**config.mk**
```make
export PLATFORM = sky130hd
export DESIGN_NAME = sdram_bank_command_legality
export DESIGN_NICKNAME = d
export VERILOG_FILES = /design/src/rtl/sdram_legal_pkg.sv /design/src/rtl/sdram_bank_fsm.sv /design/src/rtl/sdram_bank_command_legality.sv
export VERILOG_INCLUDE_DIRS = /design/src /design/src/rtl
export SDC_FILE = /design/constraint.sdc
export NUM_CORES = 1
export LEC_CHECK = 0
export ABC_CLOCK_PERIOD_IN_PS = 3800
export BUFFER_PORTS_ARGS = -buffer_cell sky130_fd_sc_hd__buf_2
export CORE_MARGIN = 10
export CORE_UTILIZATION = 45
export DETAILED_ROUTE_END_ITERATION = 10
export HOLD_SLACK_MARGIN = 0.03
export PLACE_DENSITY = 0.74
export RECOVER_POWER = 50
export SKIP_LAST_GASP = 1
export SYNTH_ARGS = -nofsm -noshare
export SYNTH_HDL_FRONTEND = slang
export SYNTH_SLANG_ARGS = --single-unit
```
**constraint.sdc**
```tcl
create_clock -name clk -period 3.8 [get_ports clk]
set_input_delay 0.57 -clock clk [delete_from_list [all_inputs] [get_ports clk]]
set_output_delay 0.57 -clock clk [all_outputs]
set_load 0.1 [all_outputs]
```
**src/rtl/sdram_legal_defines.svh**
```systemverilog
/*
 * Constants of the bank command legality block: clock period, documented
 * timing figures in nanoseconds and the cycle counts derived from them.
 * Assumes a 250 MHz clock; included by bare name from the design files.
 */
// Operation
// - Read with auto_precharge idles after row_precharge_time
// - Write with auto_precharge idles after row_precharge_time
// - Per-bank refresh idles bank after its cycle time
// - All-bank refresh idles device after its cycle time
// - Idle mode read ends all-idle after delay
// - Resetting mode read ends all-idle after delay
// - Active mode read returns to active after delay
// - Mode write ends all-idle after write delay
// - Precharge-all ends all-idle after row_precharge_time
// - Precharging idle bank still waits row_precharge_time
// - Burst terminate ends most recent burst
// - Idle bank n never restricts bank m
// - Busy bank n allows activate/read/write/precharge on m (code refuses read/write on m while an opposite-direction burst is open)
// - Mode read beside busy banks enters mode-read state (code refuses it while any bank reads, writes, auto-precharges or refreshes)
// - Reset mode write from power-on starts resetting
// - Resetting accepts only mode register read
`ifndef SDRAM_LEGAL_DEFINES_SVH
`define SDRAM_LEGAL_DEFINES_SVH

// Clock
`define CLK_PERIOD_PS                 4000

// Timing figures in nanoseconds
`define ROW_PRECHARGE_TIME_NS         18
`define PER_BANK_REFRESH_CYCLE_NS     90
`define ALL_BANK_REFRESH_CYCLE_NS     130
`define MODE_REG_READ_DELAY_NS        8
`define MODE_REG_WRITE_DELAY_NS       20
`define RESET_INIT_TIME_NS            10000

// Least times round up to whole cycles
`define NS_TO_CYC(ns)                 ((((ns) * 1000) + `CLK_PERIOD_PS - 1) / `CLK_PERIOD_PS)

// Burst length on the data pins, in clock cycles
`define BURST_CYCLES                  4

// Geometry and counter width
`define NUM_BANKS                     8
`define TIMER_W                       16

`endif

```
**src/rtl/sdram_legal_pkg.sv**
```systemverilog
/*
 * Types shared by the bank state machines and the device-level checker.
 * Assumes the constants header is on the include path.
 */
`include "sdram_legal_defines.svh"

package sdram_legal_pkg;

    typedef logic [`TIMER_W-1:0] timer_t;

    // Commands as decoded from the command/address bus
    typedef enum logic [3:0] {
        CMD_NOP, CMD_ACT, CMD_READ, CMD_WRITE, CMD_PRE, CMD_REFPB,
        CMD_REFAB, CMD_MRR, CMD_MRW, CMD_BST
    } cmd_t;

    // Per-bank state
    typedef enum logic [3:0] {
        BK_IDLE, BK_ACTIVE, BK_READING, BK_WRITING, BK_READ_AP,
        BK_WRITE_AP, BK_PRECHARGING, BK_REFRESHING
    } bank_state_t;

    // Device-level state
    typedef enum logic [3:0] {
        DEV_POWER_ON, DEV_RESETTING, DEV_RESET_MRR, DEV_NORMAL,
        DEV_IDLE_MRR, DEV_ACTIVE_MRR, DEV_MRW, DEV_REF_ALL, DEV_PRE_ALL
    } dev_state_t;

    typedef struct packed {
        bank_state_t state;
        timer_t      timer;
    } bank_reg_t;

    typedef struct packed {
        dev_state_t         dev;
        timer_t             devTimer;
        logic               burstOn;
        logic               burstRead;
        logic [2:0]         burstBank;
        logic [7:0]         burstCnt;
        logic               accepted;
        logic               rejected;
    } top_reg_t;

endpackage

```
**src/rtl/sdram_bank_fsm.sv**
```systemverilog
/*
 * One bank's state machine: tracks idle, active, burst and timed states.
 * Assumes the parent has already judged each command legal before go.
 */
`timescale 1ns/100ps
`default_nettype none

module sdram_bank_fsm
    import sdram_legal_pkg::*;
#(
    parameter int unsigned RP_CYC    = `NS_TO_CYC(`ROW_PRECHARGE_TIME_NS),
    parameter int unsigned RFCPB_CYC = `NS_TO_CYC(`PER_BANK_REFRESH_CYCLE_NS)
) (
    // Clock and reset
    input  wire logic        clk,
    input  wire logic        rst_b,
    // Accepted command for this bank
    input  wire logic        cmdGo,
    input  wire cmd_t        cmdSel,
    input  wire logic        autoPre,
    // Burst in this bank has ended (completion, terminate or takeover)
    input  wire logic        burstEnd,
    // State
    output bank_state_t      bankState
);

    bank_reg_t cur;
    bank_reg_t next_cur;

    // ************************************************************
    // Next-state logic
    // ************************************************************
    always_comb begin
        next_cur = cur;
        if (cmdGo) begin
            case (cmdSel)
                CMD_ACT: begin
                    next_cur.state = BK_ACTIVE;
                end
                CMD_READ: begin
                    next_cur.state = autoPre ? BK_READ_AP : BK_READING;
                end
                CMD_WRITE: begin
                    next_cur.state = autoPre ? BK_WRITE_AP : BK_WRITING;
                end
                CMD_PRE: begin
                    // Even an idle bank must sit out the full precharge
                    next_cur.state = BK_PRECHARGING;
                    next_cur.timer = timer_t'(RP_CYC);
                end
                CMD_REFPB: begin
                    next_cur.state = BK_REFRESHING;
                    next_cur.timer = timer_t'(RFCPB_CYC);
                end
                default: ;
            endcase
        end else if (burstEnd) begin
            case (cur.state)
                BK_READING, BK_WRITING: begin
                    next_cur.state = BK_ACTIVE;
                end
                BK_READ_AP, BK_WRITE_AP: begin
                    // Auto precharge follows the burst, then row_precharge_time
                    next_cur.state = BK_PRECHARGING;
                    next_cur.timer = timer_t'(RP_CYC);
                end
                default: ;
            endcase
        end else if (cur.state inside {BK_PRECHARGING, BK_REFRESHING}) begin
            // Timed states count down and fall to idle
            if (cur.timer <= timer_t'(1)) begin
                next_cur.state = BK_IDLE;
                next_cur.timer = '0;
            end else begin
                next_cur.timer = cur.timer - timer_t'(1);
            end
        end
    end

    // ************************************************************
    // State register
    // ************************************************************
    always_ff @(posedge clk) begin
        if (!rst_b) begin
            cur <= '{state: BK_IDLE, timer: '0};
        end else begin
            cur <= next_cur;
        end
    end

    assign bankState = cur.state;

endmodule

`default_nettype wire

```
**src/rtl/sdram_bank_command_legality.sv**
```systemverilog
/*
 * Device-side command legality: judges each registered command against the
 * device state, the bank states and the open burst, and drives the banks.
 * Assumes commands arrive decoded, one per clock, synchronous to clk, with
 * the clock enable high; power-down and self refresh lie outside.
 */
`timescale 1ns/100ps
`default_nettype none

module sdram_bank_command_legality
    import sdram_legal_pkg::*;
#(
    parameter int unsigned NUM_BANKS  = `NUM_BANKS,
    parameter int unsigned RP_CYC     = `NS_TO_CYC(`ROW_PRECHARGE_TIME_NS),
    parameter int unsigned RFCPB_CYC  = `NS_TO_CYC(`PER_BANK_REFRESH_CYCLE_NS),
    parameter int unsigned RFCAB_CYC  = `NS_TO_CYC(`ALL_BANK_REFRESH_CYCLE_NS),
    parameter int unsigned MRR_CYC    = `NS_TO_CYC(`MODE_REG_READ_DELAY_NS),
    parameter int unsigned MRW_CYC    = `NS_TO_CYC(`MODE_REG_WRITE_DELAY_NS),
    parameter int unsigned INIT_CYC   = `NS_TO_CYC(`RESET_INIT_TIME_NS),
    parameter int unsigned BURST_CYC  = `BURST_CYCLES
) (
    // Clock and reset
    input  wire logic                        clk,
    input  wire logic                        rst_b,
    // Decoded command, one per clock
    input  wire cmd_t                        cmdCode,
    input  wire logic [2:0]                  cmdBank,
    input  wire logic                        cmdAutoPre,
    input  wire logic                        cmdAllBanks,
    input  wire logic                        cmdMrwReset,
    // Verdict on the previous cycle's command
    output logic                             cmdAccepted,
    output logic                             cmdRejected,
    // State
    output dev_state_t                       devState,
    output bank_state_t [NUM_BANKS-1:0]      bankState,
    output logic                             burstActive,
    output logic [2:0]                       burstBank
);

    top_reg_t                   cur;
    top_reg_t                   next_cur;
    logic [NUM_BANKS-1:0]       goVec;
    logic [NUM_BANKS-1:0]       endVec;
    logic                       legal;
    logic                       allIdle;
    logic                       anyBusyForMrr;
    logic                       anyApOrRefresh;
    bank_state_t                selState;

    // ************************************************************
    // Bank state machines
    // ************************************************************
    for (genvar gb = 0; gb < NUM_BANKS; gb++) begin : gBank
        sdram_bank_fsm #(
            .RP_CYC    (RP_CYC),
            .RFCPB_CYC (RFCPB_CYC)
        ) uBank (
            .clk       (clk),
            .rst_b     (rst_b),
            .cmdGo     (goVec[gb]),
            .cmdSel    (cmdCode),
            .autoPre   (cmdAutoPre),
            .burstEnd  (endVec[gb]),
            .bankState (bankState[gb])
        );
    end

    // ************************************************************
    // Summaries over all banks
    // ************************************************************
    // Bank n only restricts bank m through these summaries and the open burst; an idle bank
    // adds nothing to any of them, so it never blocks another bank
    always_comb begin
        allIdle        = 1'b1;
        anyBusyForMrr  = 1'b0;
        anyApOrRefresh = 1'b0;
        for (int i = 0; i < NUM_BANKS; i++) begin
            if (bankState[i] != BK_IDLE) begin
                allIdle = 1'b0;
            end
            if (bankState[i] inside {BK_READING, BK_WRITING, BK_READ_AP, BK_WRITE_AP, BK_REFRESHING}) begin
                anyBusyForMrr = 1'b1;
            end
            if (bankState[i] inside {BK_READ_AP, BK_WRITE_AP, BK_REFRESHING}) begin
                anyApOrRefresh = 1'b1;
            end
        end
    end

    assign selState = bankState[cmdBank];

    // ************************************************************
    // Legality and next state
    // ************************************************************
    always_comb begin
        next_cur          = cur;
        next_cur.accepted = 1'b0;
        next_cur.rejected = 1'b0;
        goVec             = '0;
        endVec            = '0;
        legal             = 1'b0;

        // Open burst runs down on its own; completion frees the bank
        if (cur.burstOn) begin
            if (cur.burstCnt <= 8'h01) begin
                next_cur.burstOn = 1'b0;
                endVec[cur.burstBank] = 1'b1;
            end else begin
                next_cur.burstCnt = cur.burstCnt - 8'h01;
            end
        end

        case (cur.dev)
            DEV_POWER_ON: begin
                // Only the reset mode write leaves power-on
                if (cmdCode == CMD_MRW && cmdMrwReset) begin
                    legal             = 1'b1;
                    next_cur.dev      = DEV_RESETTING;
                    next_cur.devTimer = timer_t'(INIT_CYC);
                end
            end
            DEV_RESETTING: begin
                // Initialization time runs; only mode reads are taken
                if (cmdCode == CMD_MRR) begin
                    legal             = 1'b1;
                    next_cur.dev      = DEV_RESET_MRR;
                    next_cur.devTimer = timer_t'(MRR_CYC);
                end else if (cur.devTimer <= timer_t'(1)) begin
                    next_cur.dev      = DEV_NORMAL;
                end else begin
                    next_cur.devTimer = cur.devTimer - timer_t'(1);
                end
            end
            DEV_PRE_ALL: begin
                // Banks time their own precharge; done once all are idle
                if (allIdle) begin
                    next_cur.dev = DEV_NORMAL;
                end
            end
            DEV_RESET_MRR, DEV_IDLE_MRR, DEV_ACTIVE_MRR, DEV_MRW, DEV_REF_ALL: begin
                // Protected: any executable command is refused
                // All end in normal operation; banks kept their own state,
                // so an active mode read leaves its banks active
                if (cur.devTimer <= timer_t'(1)) begin
                    next_cur.dev      = DEV_NORMAL;
                    next_cur.devTimer = '0;
                end else begin
                    next_cur.devTimer = cur.devTimer - timer_t'(1);
                end
            end
            DEV_NORMAL: begin
                case (cmdCode)
                    CMD_ACT: begin
                        // Other banks' activity never blocks an activate
                        legal = (selState == BK_IDLE);
                        if (legal) begin
                            goVec[cmdBank] = 1'b1;
                        end
                    end
                    CMD_READ, CMD_WRITE: begin
                        // Column access to an open row; opposite burst must be over
                        legal = (selState inside {BK_ACTIVE, BK_READING, BK_WRITING}) &&
                                !(cur.burstOn && (cur.burstRead != (cmdCode == CMD_READ)));
                        if (legal) begin
                            goVec[cmdBank] = 1'b1;
                            // A new burst in another bank cuts the old one short in the old burst's bank
                            if (cur.burstOn && cur.burstBank != cmdBank) begin
                                endVec[cur.burstBank] = 1'b1;
                            end
                            next_cur.burstOn   = 1'b1;
                            next_cur.burstRead = (cmdCode == CMD_READ);
                            next_cur.burstBank = cmdBank;
                            next_cur.burstCnt  = 8'(BURST_CYC);
                        end
                    end
                    CMD_PRE: begin
                        if (cmdAllBanks) begin
                            // Every bank must be in a state that may be precharged
                            legal = !anyApOrRefresh;
                            if (legal) begin
                                goVec            = '1;
                                next_cur.burstOn = 1'b0;
                                next_cur.dev     = DEV_PRE_ALL;
                            end
                        end else begin
                            // No command to a bank under an auto precharge burst
                            legal = !(selState inside {BK_READ_AP, BK_WRITE_AP, BK_REFRESHING});
                            if (legal) begin
                                goVec[cmdBank] = 1'b1;
                                if (cur.burstOn && cur.burstBank == cmdBank) begin
                                    next_cur.burstOn = 1'b0;
                                end
                            end
                        end
                    end
                    CMD_REFPB: begin
                        // Bank must be idle with no burst open
                        legal = (selState == BK_IDLE) && !cur.burstOn;
                        if (legal) begin
                            goVec[cmdBank] = 1'b1;
                        end
                    end
                    CMD_REFAB: begin
                        legal = allIdle && !cur.burstOn;
                        if (legal) begin
                            next_cur.dev      = DEV_REF_ALL;
                            next_cur.devTimer = timer_t'(RFCAB_CYC);
                        end
                    end
                    CMD_MRW: begin
                        legal = allIdle && !cur.burstOn;
                        if (legal && cmdMrwReset) begin
                            next_cur.dev      = DEV_RESETTING;
                            next_cur.devTimer = timer_t'(INIT_CYC);
                        end else if (legal) begin
                            next_cur.dev      = DEV_MRW;
                            next_cur.devTimer = timer_t'(MRW_CYC);
                        end
                    end
                    CMD_MRR: begin
                        // Allowed beside activating, active or precharging banks
                        legal = !anyBusyForMrr && !cur.burstOn;
                        if (legal) begin
                            next_cur.dev      = allIdle ? DEV_IDLE_MRR : DEV_ACTIVE_MRR;
                            next_cur.devTimer = timer_t'(MRR_CYC);
                        end
                    end
                    CMD_BST: begin
                        // Bank field ignored: the most recent burst ends
                        legal = cur.burstOn;
                        if (legal) begin
                            endVec[cur.burstBank] = 1'b1;
                            next_cur.burstOn      = 1'b0;
                        end
                    end
                    default: ;
                endcase
            end
            default: begin
                next_cur.dev = DEV_POWER_ON;
            end
        endcase

        // Refused commands are ignored; only the flag shows it
        if (cmdCode != CMD_NOP) begin
            next_cur.accepted = legal;
            next_cur.rejected = !legal;
        end
    end

    // ************************************************************
    // State register
    // ************************************************************
    always_ff @(posedge clk) begin
        if (!rst_b) begin
            cur <= '0; // All-zero encodes power-on, no burst, no verdict
        end else begin
            cur <= next_cur;
        end
    end

    // Outputs straight from the state register
    assign cmdAccepted = cur.accepted;
    assign cmdRejected = cur.rejected;
    assign devState    = cur.dev;
    assign burstActive = cur.burstOn;
    assign burstBank   = cur.burstBank;

endmodule

`default_nettype wire

```
; Word-level counts from Yosys, hierarchy flattened
; Cells that the tools add are included.
; W data, S select, Z words.
[word_totals]
romBits = 0
output_inout_bits = 42
mem_bits_rw = 0
ff_bits = 195
wordCells = 415
n_memories = 0
latch_bits = 0
[op_classes]
n_div = 0
n_shift = 0
multipliers = 0
magnitude_cmp = 14
muxes = 140
reduce_logical = 110
add_sub_neg = 10
bitwise = 1
eq_ne = 116
[ops]
columns = op, count
row1 = $mux W20, 30
row2 = $mux W16, 18
row3 = $eq A4 B3 Y1 const B, 43
row4 = $le A16 B1 Y1 const B, 9
row5 = $sub A16 B1 Y16 const B, 9
row6 = $mux W8, 15
row7 = $eq A4 B2 Y1 const B, 22
row8 = $reduce_bool A3 Y1, 26
row9 = $pmux W16 S4, 1
row10 = $pmux W4 S2, 8
row11 = $mux W4, 13
row12 = $ne A6 B1 Y1 const B, 8
row13 = $pmux W16 S3, 1
row14 = $pmux W4 S5, 2
row15 = $reduce_bool A4 Y1, 10
row16 = $reduce_bool A5 Y1, 8
row17 = $mux W1, 37
row18 = $reduce_or A2 Y1, 18
row19 = $ne A4 B2 Y1 const B, 8
row20 = $pmux W16 S2, 1
row21 = $pmux W8 S4, 1
row22 = $reduce_and A4 Y1, 8
row23 = $reduce_and A3 Y1, 9
row24 = $mux W13, 2
row25 = other kinds (33), 84

; Depth between registers and ports, before layout
[logic_depth]
depth_word = 16
mapped_depth = 15
mapped_depth_nobuf = 11

; By module
; A second synthesis with hierarchy kept.
[hier_totals]
hier_cells = 1565
area_unflattened_um2 = 12826.1
[modules_own_cells]
columns = module, seq_area_each_um2, n_inst, area_per_inst_um2, cells_per_inst
row1 = sdram_bank_fsm, 380.4, 8, 1207.4, 144
row2 = sdram_bank_command_legality, 700.7, 1, 3166.8, 413

; Worst setup path before layout
; No wires, ideal clock.
[synth_path]
kind = in2reg
start = input port cmdBank[1]
end = register gBank[5].uBank.cur[14] (netlist bit)
t_arrival_ns = 3.659
slack_ns = 0.071
setup_ns = 0.070
cell_stages = 11
path_cell_list = buf_2 -> mux4_2 -> mux2_2 -> a31oi_1 -> nor3_1 -> o31a_4 -> o41ai_4 -> mux2_2 -> buf_4 -> or4_1 -> a21oi_1
[synth_between]
elab_chain_len = 10
elab_cells_between_ends = 37
classes_between = order compare (2) / eq/ne (9) / mux (17) / reduce/logical (9)
[synth_lines]
columns = item, line
row1 = start: declaration, sdram_bank_command_legality.sv:27  ; input wire logic [2:0] cmdBank,
row2 = $lt A3 B4 Y1 (implied by the code) (tied with other cells), n/a
row3 = $logic_and A1 B1 Y1 (implied by the code) or $mux W4 (tied branches), n/a
row4 = $mux W1 (implied by the code) (tied with other cells), n/a
row5 = $demux W1 S3 (tied with other cells), n/a
row6 = $mux W8 or $logic_and A1 B1 Y1 (tied branches), "sdram_bank_command_legality.sv:189, sdram_bank_command_legality.sv:163"
row7 = $mux W8 (on tied branches), "sdram_bank_command_legality.sv:178, sdram_bank_command_legality.sv:165"
row8 = $pmux W8 S4 or $pmux W8 S2 (tied branches), sdram_bank_command_legality.sv:153  ; case (cmdCode)
row9 = $mux W8, sdram_bank_command_legality.sv:114  ; case (cur.dev)
row10 = $ne A3 B1 Y1 (no source line) (tied with other cells), n/a
row11 = $reduce_and A3 Y1 (no source line) or $mux W20 (tied branches), n/a
row12 = end signal: assignment, sdram_bank_fsm.sv:85  ; cur <= '{state: BK_IDLE, timer: '0};
row13 = end signal: assignment, sdram_bank_fsm.sv:87  ; cur <= next_cur;
row14 = end: declaration, sdram_bank_fsm.sv:27  ; bank_reg_t cur;
; Parallel ways exist; a longest one is shown, timed or not. The select of a mux whose other input is x is not followed.
; A chain may end at the register's enable or synchronous reset.

; Final worst setup path
[layout_path]
start = register gBank[2].uBank.cur (netlist bit gBank[2].uBank.bankState[1])
end = register cur[23] (netlist bit)
[layout_between]
elab_chain_len = 12
elab_cells_between_ends = 30
classes_between = eq/ne (8) / mux (15) / reduce/logical (7)
[layout_lines]
columns = item, line
row1 = start: declaration, sdram_bank_fsm.sv:27
row2 = start signal: assignment, sdram_bank_fsm.sv:85
row3 = start signal: assignment, sdram_bank_fsm.sv:87
row4 = $eq A4 B2 Y1 (tied with other cells), sdram_bank_command_legality.sv:82  ; if (bankState[i] inside {BK_READING, BK_WRITING, BK_READ_AP, BK_WRITE_AP, BK_REFRESHING}) begin
row5 = $reduce_bool A5 Y1 or $mux W1 (tied branches), "sdram_bank_command_legality.sv:82, sdram_bank_command_legality.sv:79"
row6 = $mux W1 (on tied branches) (5 in a row), "sdram_bank_command_legality.sv:82, sdram_bank_command_legality.sv:79"
row7 = $mux W1 or $logic_and A1 B1 Y1 (tied branches), "sdram_bank_command_legality.sv:82, sdram_bank_command_legality.sv:205, sdram_bank_command_legality.sv:212"
row8 = $logic_not A1 Y1 or $logic_and A1 B1 Y1 (tied branches), "sdram_bank_command_legality.sv:223, sdram_bank_command_legality.sv:213"
row9 = $logic_and A1 B1 Y1 or $mux W20 (tied branches), "sdram_bank_command_legality.sv:223, sdram_bank_command_legality.sv:213"
row10 = $ne A3 B3 Y1 (no source line) or $pmux W16 S3 (tied branches), n/a
row11 = $reduce_and A7 Y1 (no source line) or $pmux W16 S4 (tied branches), n/a
row12 = end signal: assignment, sdram_bank_command_legality.sv:259  ; cur <= next_cur;
row13 = end: declaration, sdram_bank_command_legality.sv:41  ; top_reg_t cur;
; Parallel ways exist; a longest one is shown, timed or not.

==> results.py <==
metrics = {
    "logic_synthesis": {
        "synth_warnings": 0,
        "mappedNetlistArea_mm2": 0.0120,
        "yosysSeqAreaShare": 0.312,
        "synth-edff-count": 0,
        "ys_async_sr_fraction": 0,
        "syn_avg_cell_area_um2": 7.60,
        "ys_ff_latch": 187,
        "yosys_most_used_dff": "dfxtp_1",
        "syn_inst": 1577,
        "synth.distinct_cells": 84,
    },
    "layout": {
        "layout.cells.non_filler": 1965,
        "multi_input_area_mm2": 0.00738,
        "final_common_cell": "dfxtp_1",
        "regArea_mm2": 0.00374,
        "fin_nets": 1648,
        "drive_above_1_share": 0.105,
        "fillers": 2591,
        "area_growth_pct": 10.3,
        "final_cell_mix": "dfxtp_1, nor2_1, a21oi_1, nand2_1, o21ai_0",
    },
    "global_route": {
        "grt_max_degree": 79,
        "grt_pass1_wl_um": 55500,
        "grt_usage": 0.197,
        "grt_pass1_vias": 11000,
        "overflow": 0,
        "antenna_found_initial": 1,
    },
    "floorplanning": {
        "die-area_mm2": 0.0336,
        "rows": 59,
        "initial_core_util": 0.459,
        "core_mm2": 0.0261,
        "die_h_um": 183,
        "die-width_um": 183,
        "io-pin-count": 54,
    },
    "routing": {
        "first_pass_iters": 5,
        "drc": 0,
        "dr_wl_met2_um": 15400,
        "final_antenna_net_count": 0,
        "viasPerCell": 6.18,
        "wl_per_cell_um": 17.3,
        "routed.top_layer": "met4",
        "routed_wl_um": 33900,
        "drtIter0Drc": 1199,
        "route.met3.wl_um": 2360,
        "num_vias": 12200,
        "m1WireLength_um": 15200,
    },
    "sta": {
        "timing.final.crit_share": 0.969,
        "rsz0062_at_grt": "false",
        "slew_headroom": 0.150,
        "hold_viol": 0,
        "slew_violations": 0,
        "post-route-min-period_ns": 3.68,
        "fin_setup_tns_ns": 0,
        "fmax_mhz": 271,
        "setup_viol": 0,
        "worst_pin_slew_ns": 1.28,
        "worst_slack_ns": 0.117,
        "fin_skew_ns": 0.0138,
    },
    "run": {
        "cap_violations": 0,
    },
    "clocking": {
        "ctsHoldBuffers": 0,
        "cts_root_buffer": "clkbuf_16",
        "post_cts_buffers": 0,
        "cts_tree": "yes",
        "clk_pin_slew_worst_paths_ns": 0.08,
        "insertion_delay_ns": 0.44,
        "cts_buffers": 17,
        "cts_buffer_depth": 2,
        "clock-sinks": 187,
        "h-tree-depth": 4,
        "cts_resized": 0,
    },
    "setup_path": {
        "worstRegToRegCells": 9,
        "cp-start-kind": "register",
        "reg2reg_to": "cur[23]$_SDFFE_PN0P_",
        "arrival_ns": 4.02,
        "cp.required_ns": 4.14,
        "max_stage_delay_ns": 0.61,
        "worstReg2RegStart": "gBank[2].uBank.bankState[1]$_SDFFE_PN0P_",
        "cp-end-kind": "register",
        "slowest_stage": "a211oi_1",
        "crit_chain": "inv_1, o21ai_0, nand4_1, nor3_1, o22ai_1, a21bo_1, a211oi_1, a21oi_1, o221a_2",
        "regToRegSetupSlack_ns": 0.12,
        "path_max_fanout": 23,
        "worstSetupPathType": "register to register",
    },
    "worst_hold_path": {
        "min_to": "gBank[1].uBank.cur[10]$_SDFFE_PN0P_",
        "worstHoldPathType": "register to register",
        "hold_start": "gBank[1].uBank.cur[10]$_SDFFE_PN0P_",
        "holdPathStages": 2,
    },
    "run_status": {
        "status": "finished clean",
    },
    "place": {
        "hpwl_um": 24200,
        "place_ws_ns": -0.0437,
        "dp.cells": 1932,
        "gp_congestion": 0.964,
        "port_buffers": 45,
    },
    "power_and_ir_drop": {
        "ir_worst_vdd_mv": 0.290,
        "powerDensity_mw_per_mm2": 298,
        "p_leak_uw": 0.00498,
    },
}
[metrics by stage]
step / area [um2] / power (uW) / hold WS (ns) / utilization
3_5_place_dp: 12800 / 2280 / 0.445 / 0.490
4_1_cts: 13300 / 3970 / 0.458 / 0.511
6_report: 13200 / 3940 / 0.450 / 0.506
3_3_place_gp: 12800 / 2280 / 0.439 / 0.490
2_1_floorplan: 12000 / 2220 / 0.425 / -
5_1_grt: 13200 / 4070 / 0.471 / 0.506
[where the power goes]
group / total [uW] / switching, uW / internal (uW) / leakage (uW)
registers: 1970 / 8.28 / 1970 / 0.00151
logic: 268 / 194 / 74.6 / 0.00322
clock network: 1700 / 842 / 854 / 0.000256
total: 3940 / 1040 / 2890 / 0.00498
[cell type report]
cell class                 instances  area share
multi-input combinational       1208       0.558
sequential                       187       0.283
timing repair buffer             144      0.0694
clock buffer                      18      0.0325
tap                              335      0.0317
inverter                          58      0.0165
clock inverter                    14     0.00871
antenna                            1    0.000189
[worst max path at each step]
stage / endpoint / slack (ns) / startpoint / depth (start not counted)
final: cur[23]$_SDFFE_PN0P_ / 0.12 / gBank[2].uBank.bankState[1]$_SDFFE_PN0P_ / 9
after global routing: gBank[4].uBank.cur[1]$_SDFFE_PN0P_ / 0.03 / gBank[6].uBank.bankState[0]$_SDFFE_PN0P_ / 12
after CTS: gBank[5].uBank.cur[14]$_SDFFE_PN0P_ / 0.31 / gBank[6].uBank.bankState[0]$_SDFFE_PN0P_ / 9
after detailed placement: gBank[5].uBank.cur[14]$_SDFFE_PN0P_ / -0.04 / cmdBank[1] / 10
after global placement: gBank[5].uBank.cur[7]$_SDFFE_PN0P_ / 0.04 / cmdBank[1] / 10
after floorplan: gBank[5].uBank.cur[14]$_SDFFE_PN0P_ / 0.07 / cmdBank[1] / 11
[kinds of logic after synthesis]
group	after synthesis	share of synthesized area
compound gates	452	0.246
xor+xnor	23	0.0168
fa+ha+maj	20	0.0209
buf+inv	189	0.0741
flops	187	0.312
mux	41	0.0384
other cells	1	0.000313
simple gates	664	0.291
[cell usage after synthesis (9+ instances only)]
cell type / number / area, um2
nor4_1: 36 / 225
or4_1: 35 / 263
nand3b_1: 11 / 82.6
mux2i_1: 28 / 280
buf_2: 17 / 85.1
a31oi_1: 11 / 68.8
o211ai_1: 15 / 113
and2_1: 9 / 56.3
nor2_1: 154 / 578
buf_4: 42 / 315
or3_1: 49 / 307
nand3_1: 44 / 220
nand2_1: 125 / 469
dfxtp_1: 187 / 3740
o21ai_1: 18 / 90.1
o21ai_0: 81 / 405
xnor2_1: 20 / 175
nand4_1: 27 / 169
o31ai_1: 32 / 240
a221oi_1: 9 / 78.8
nor3_1: 77 / 385
ha_1: 20 / 250
o221ai_1: 11 / 96.3
nor2b_1: 9 / 56.3
a211oi_1: 22 / 165
inv_1: 58 / 218
clkbuf_1: 69 / 259
o41ai_1: 10 / 87.6
and3_1: 17 / 106
nand2b_1: 19 / 119
o21a_1: 11 / 82.6
a21oi_1: 150 / 751
[routing by layer]
| metal | track usage | vias up |
|---|---|---|
| met5 | 0 | - |
| met4 | 0.0754 | 0 |
| met3 | 0.0423 | 72 |
| met2 | 0.313 | 448 |
| met1 | 0.257 | 5695 |
| li1 | - | 5935 |
[worst max-delay path: cells and delay by family (launching register included)]
kind / cells / cell delay [ns]
AO/OA/AOI/OAI: 6 / 2.08
buffers and inverters: 1 / 0.16
AND/OR/NAND/NOR: 2 / 0.80
flip-flops: 1 / 0.54
[registers in the layout, indices dropped and copies added (netlist names)]
register,flops
gBank.uBank.cur,128
cur,25
gBank.uBank.bankState,24
devState,4
burstBank,3
burstActive,1
cmdAccepted,1
cmdRejected,1
No activity file was read; power rests on OpenSTA's default activity.
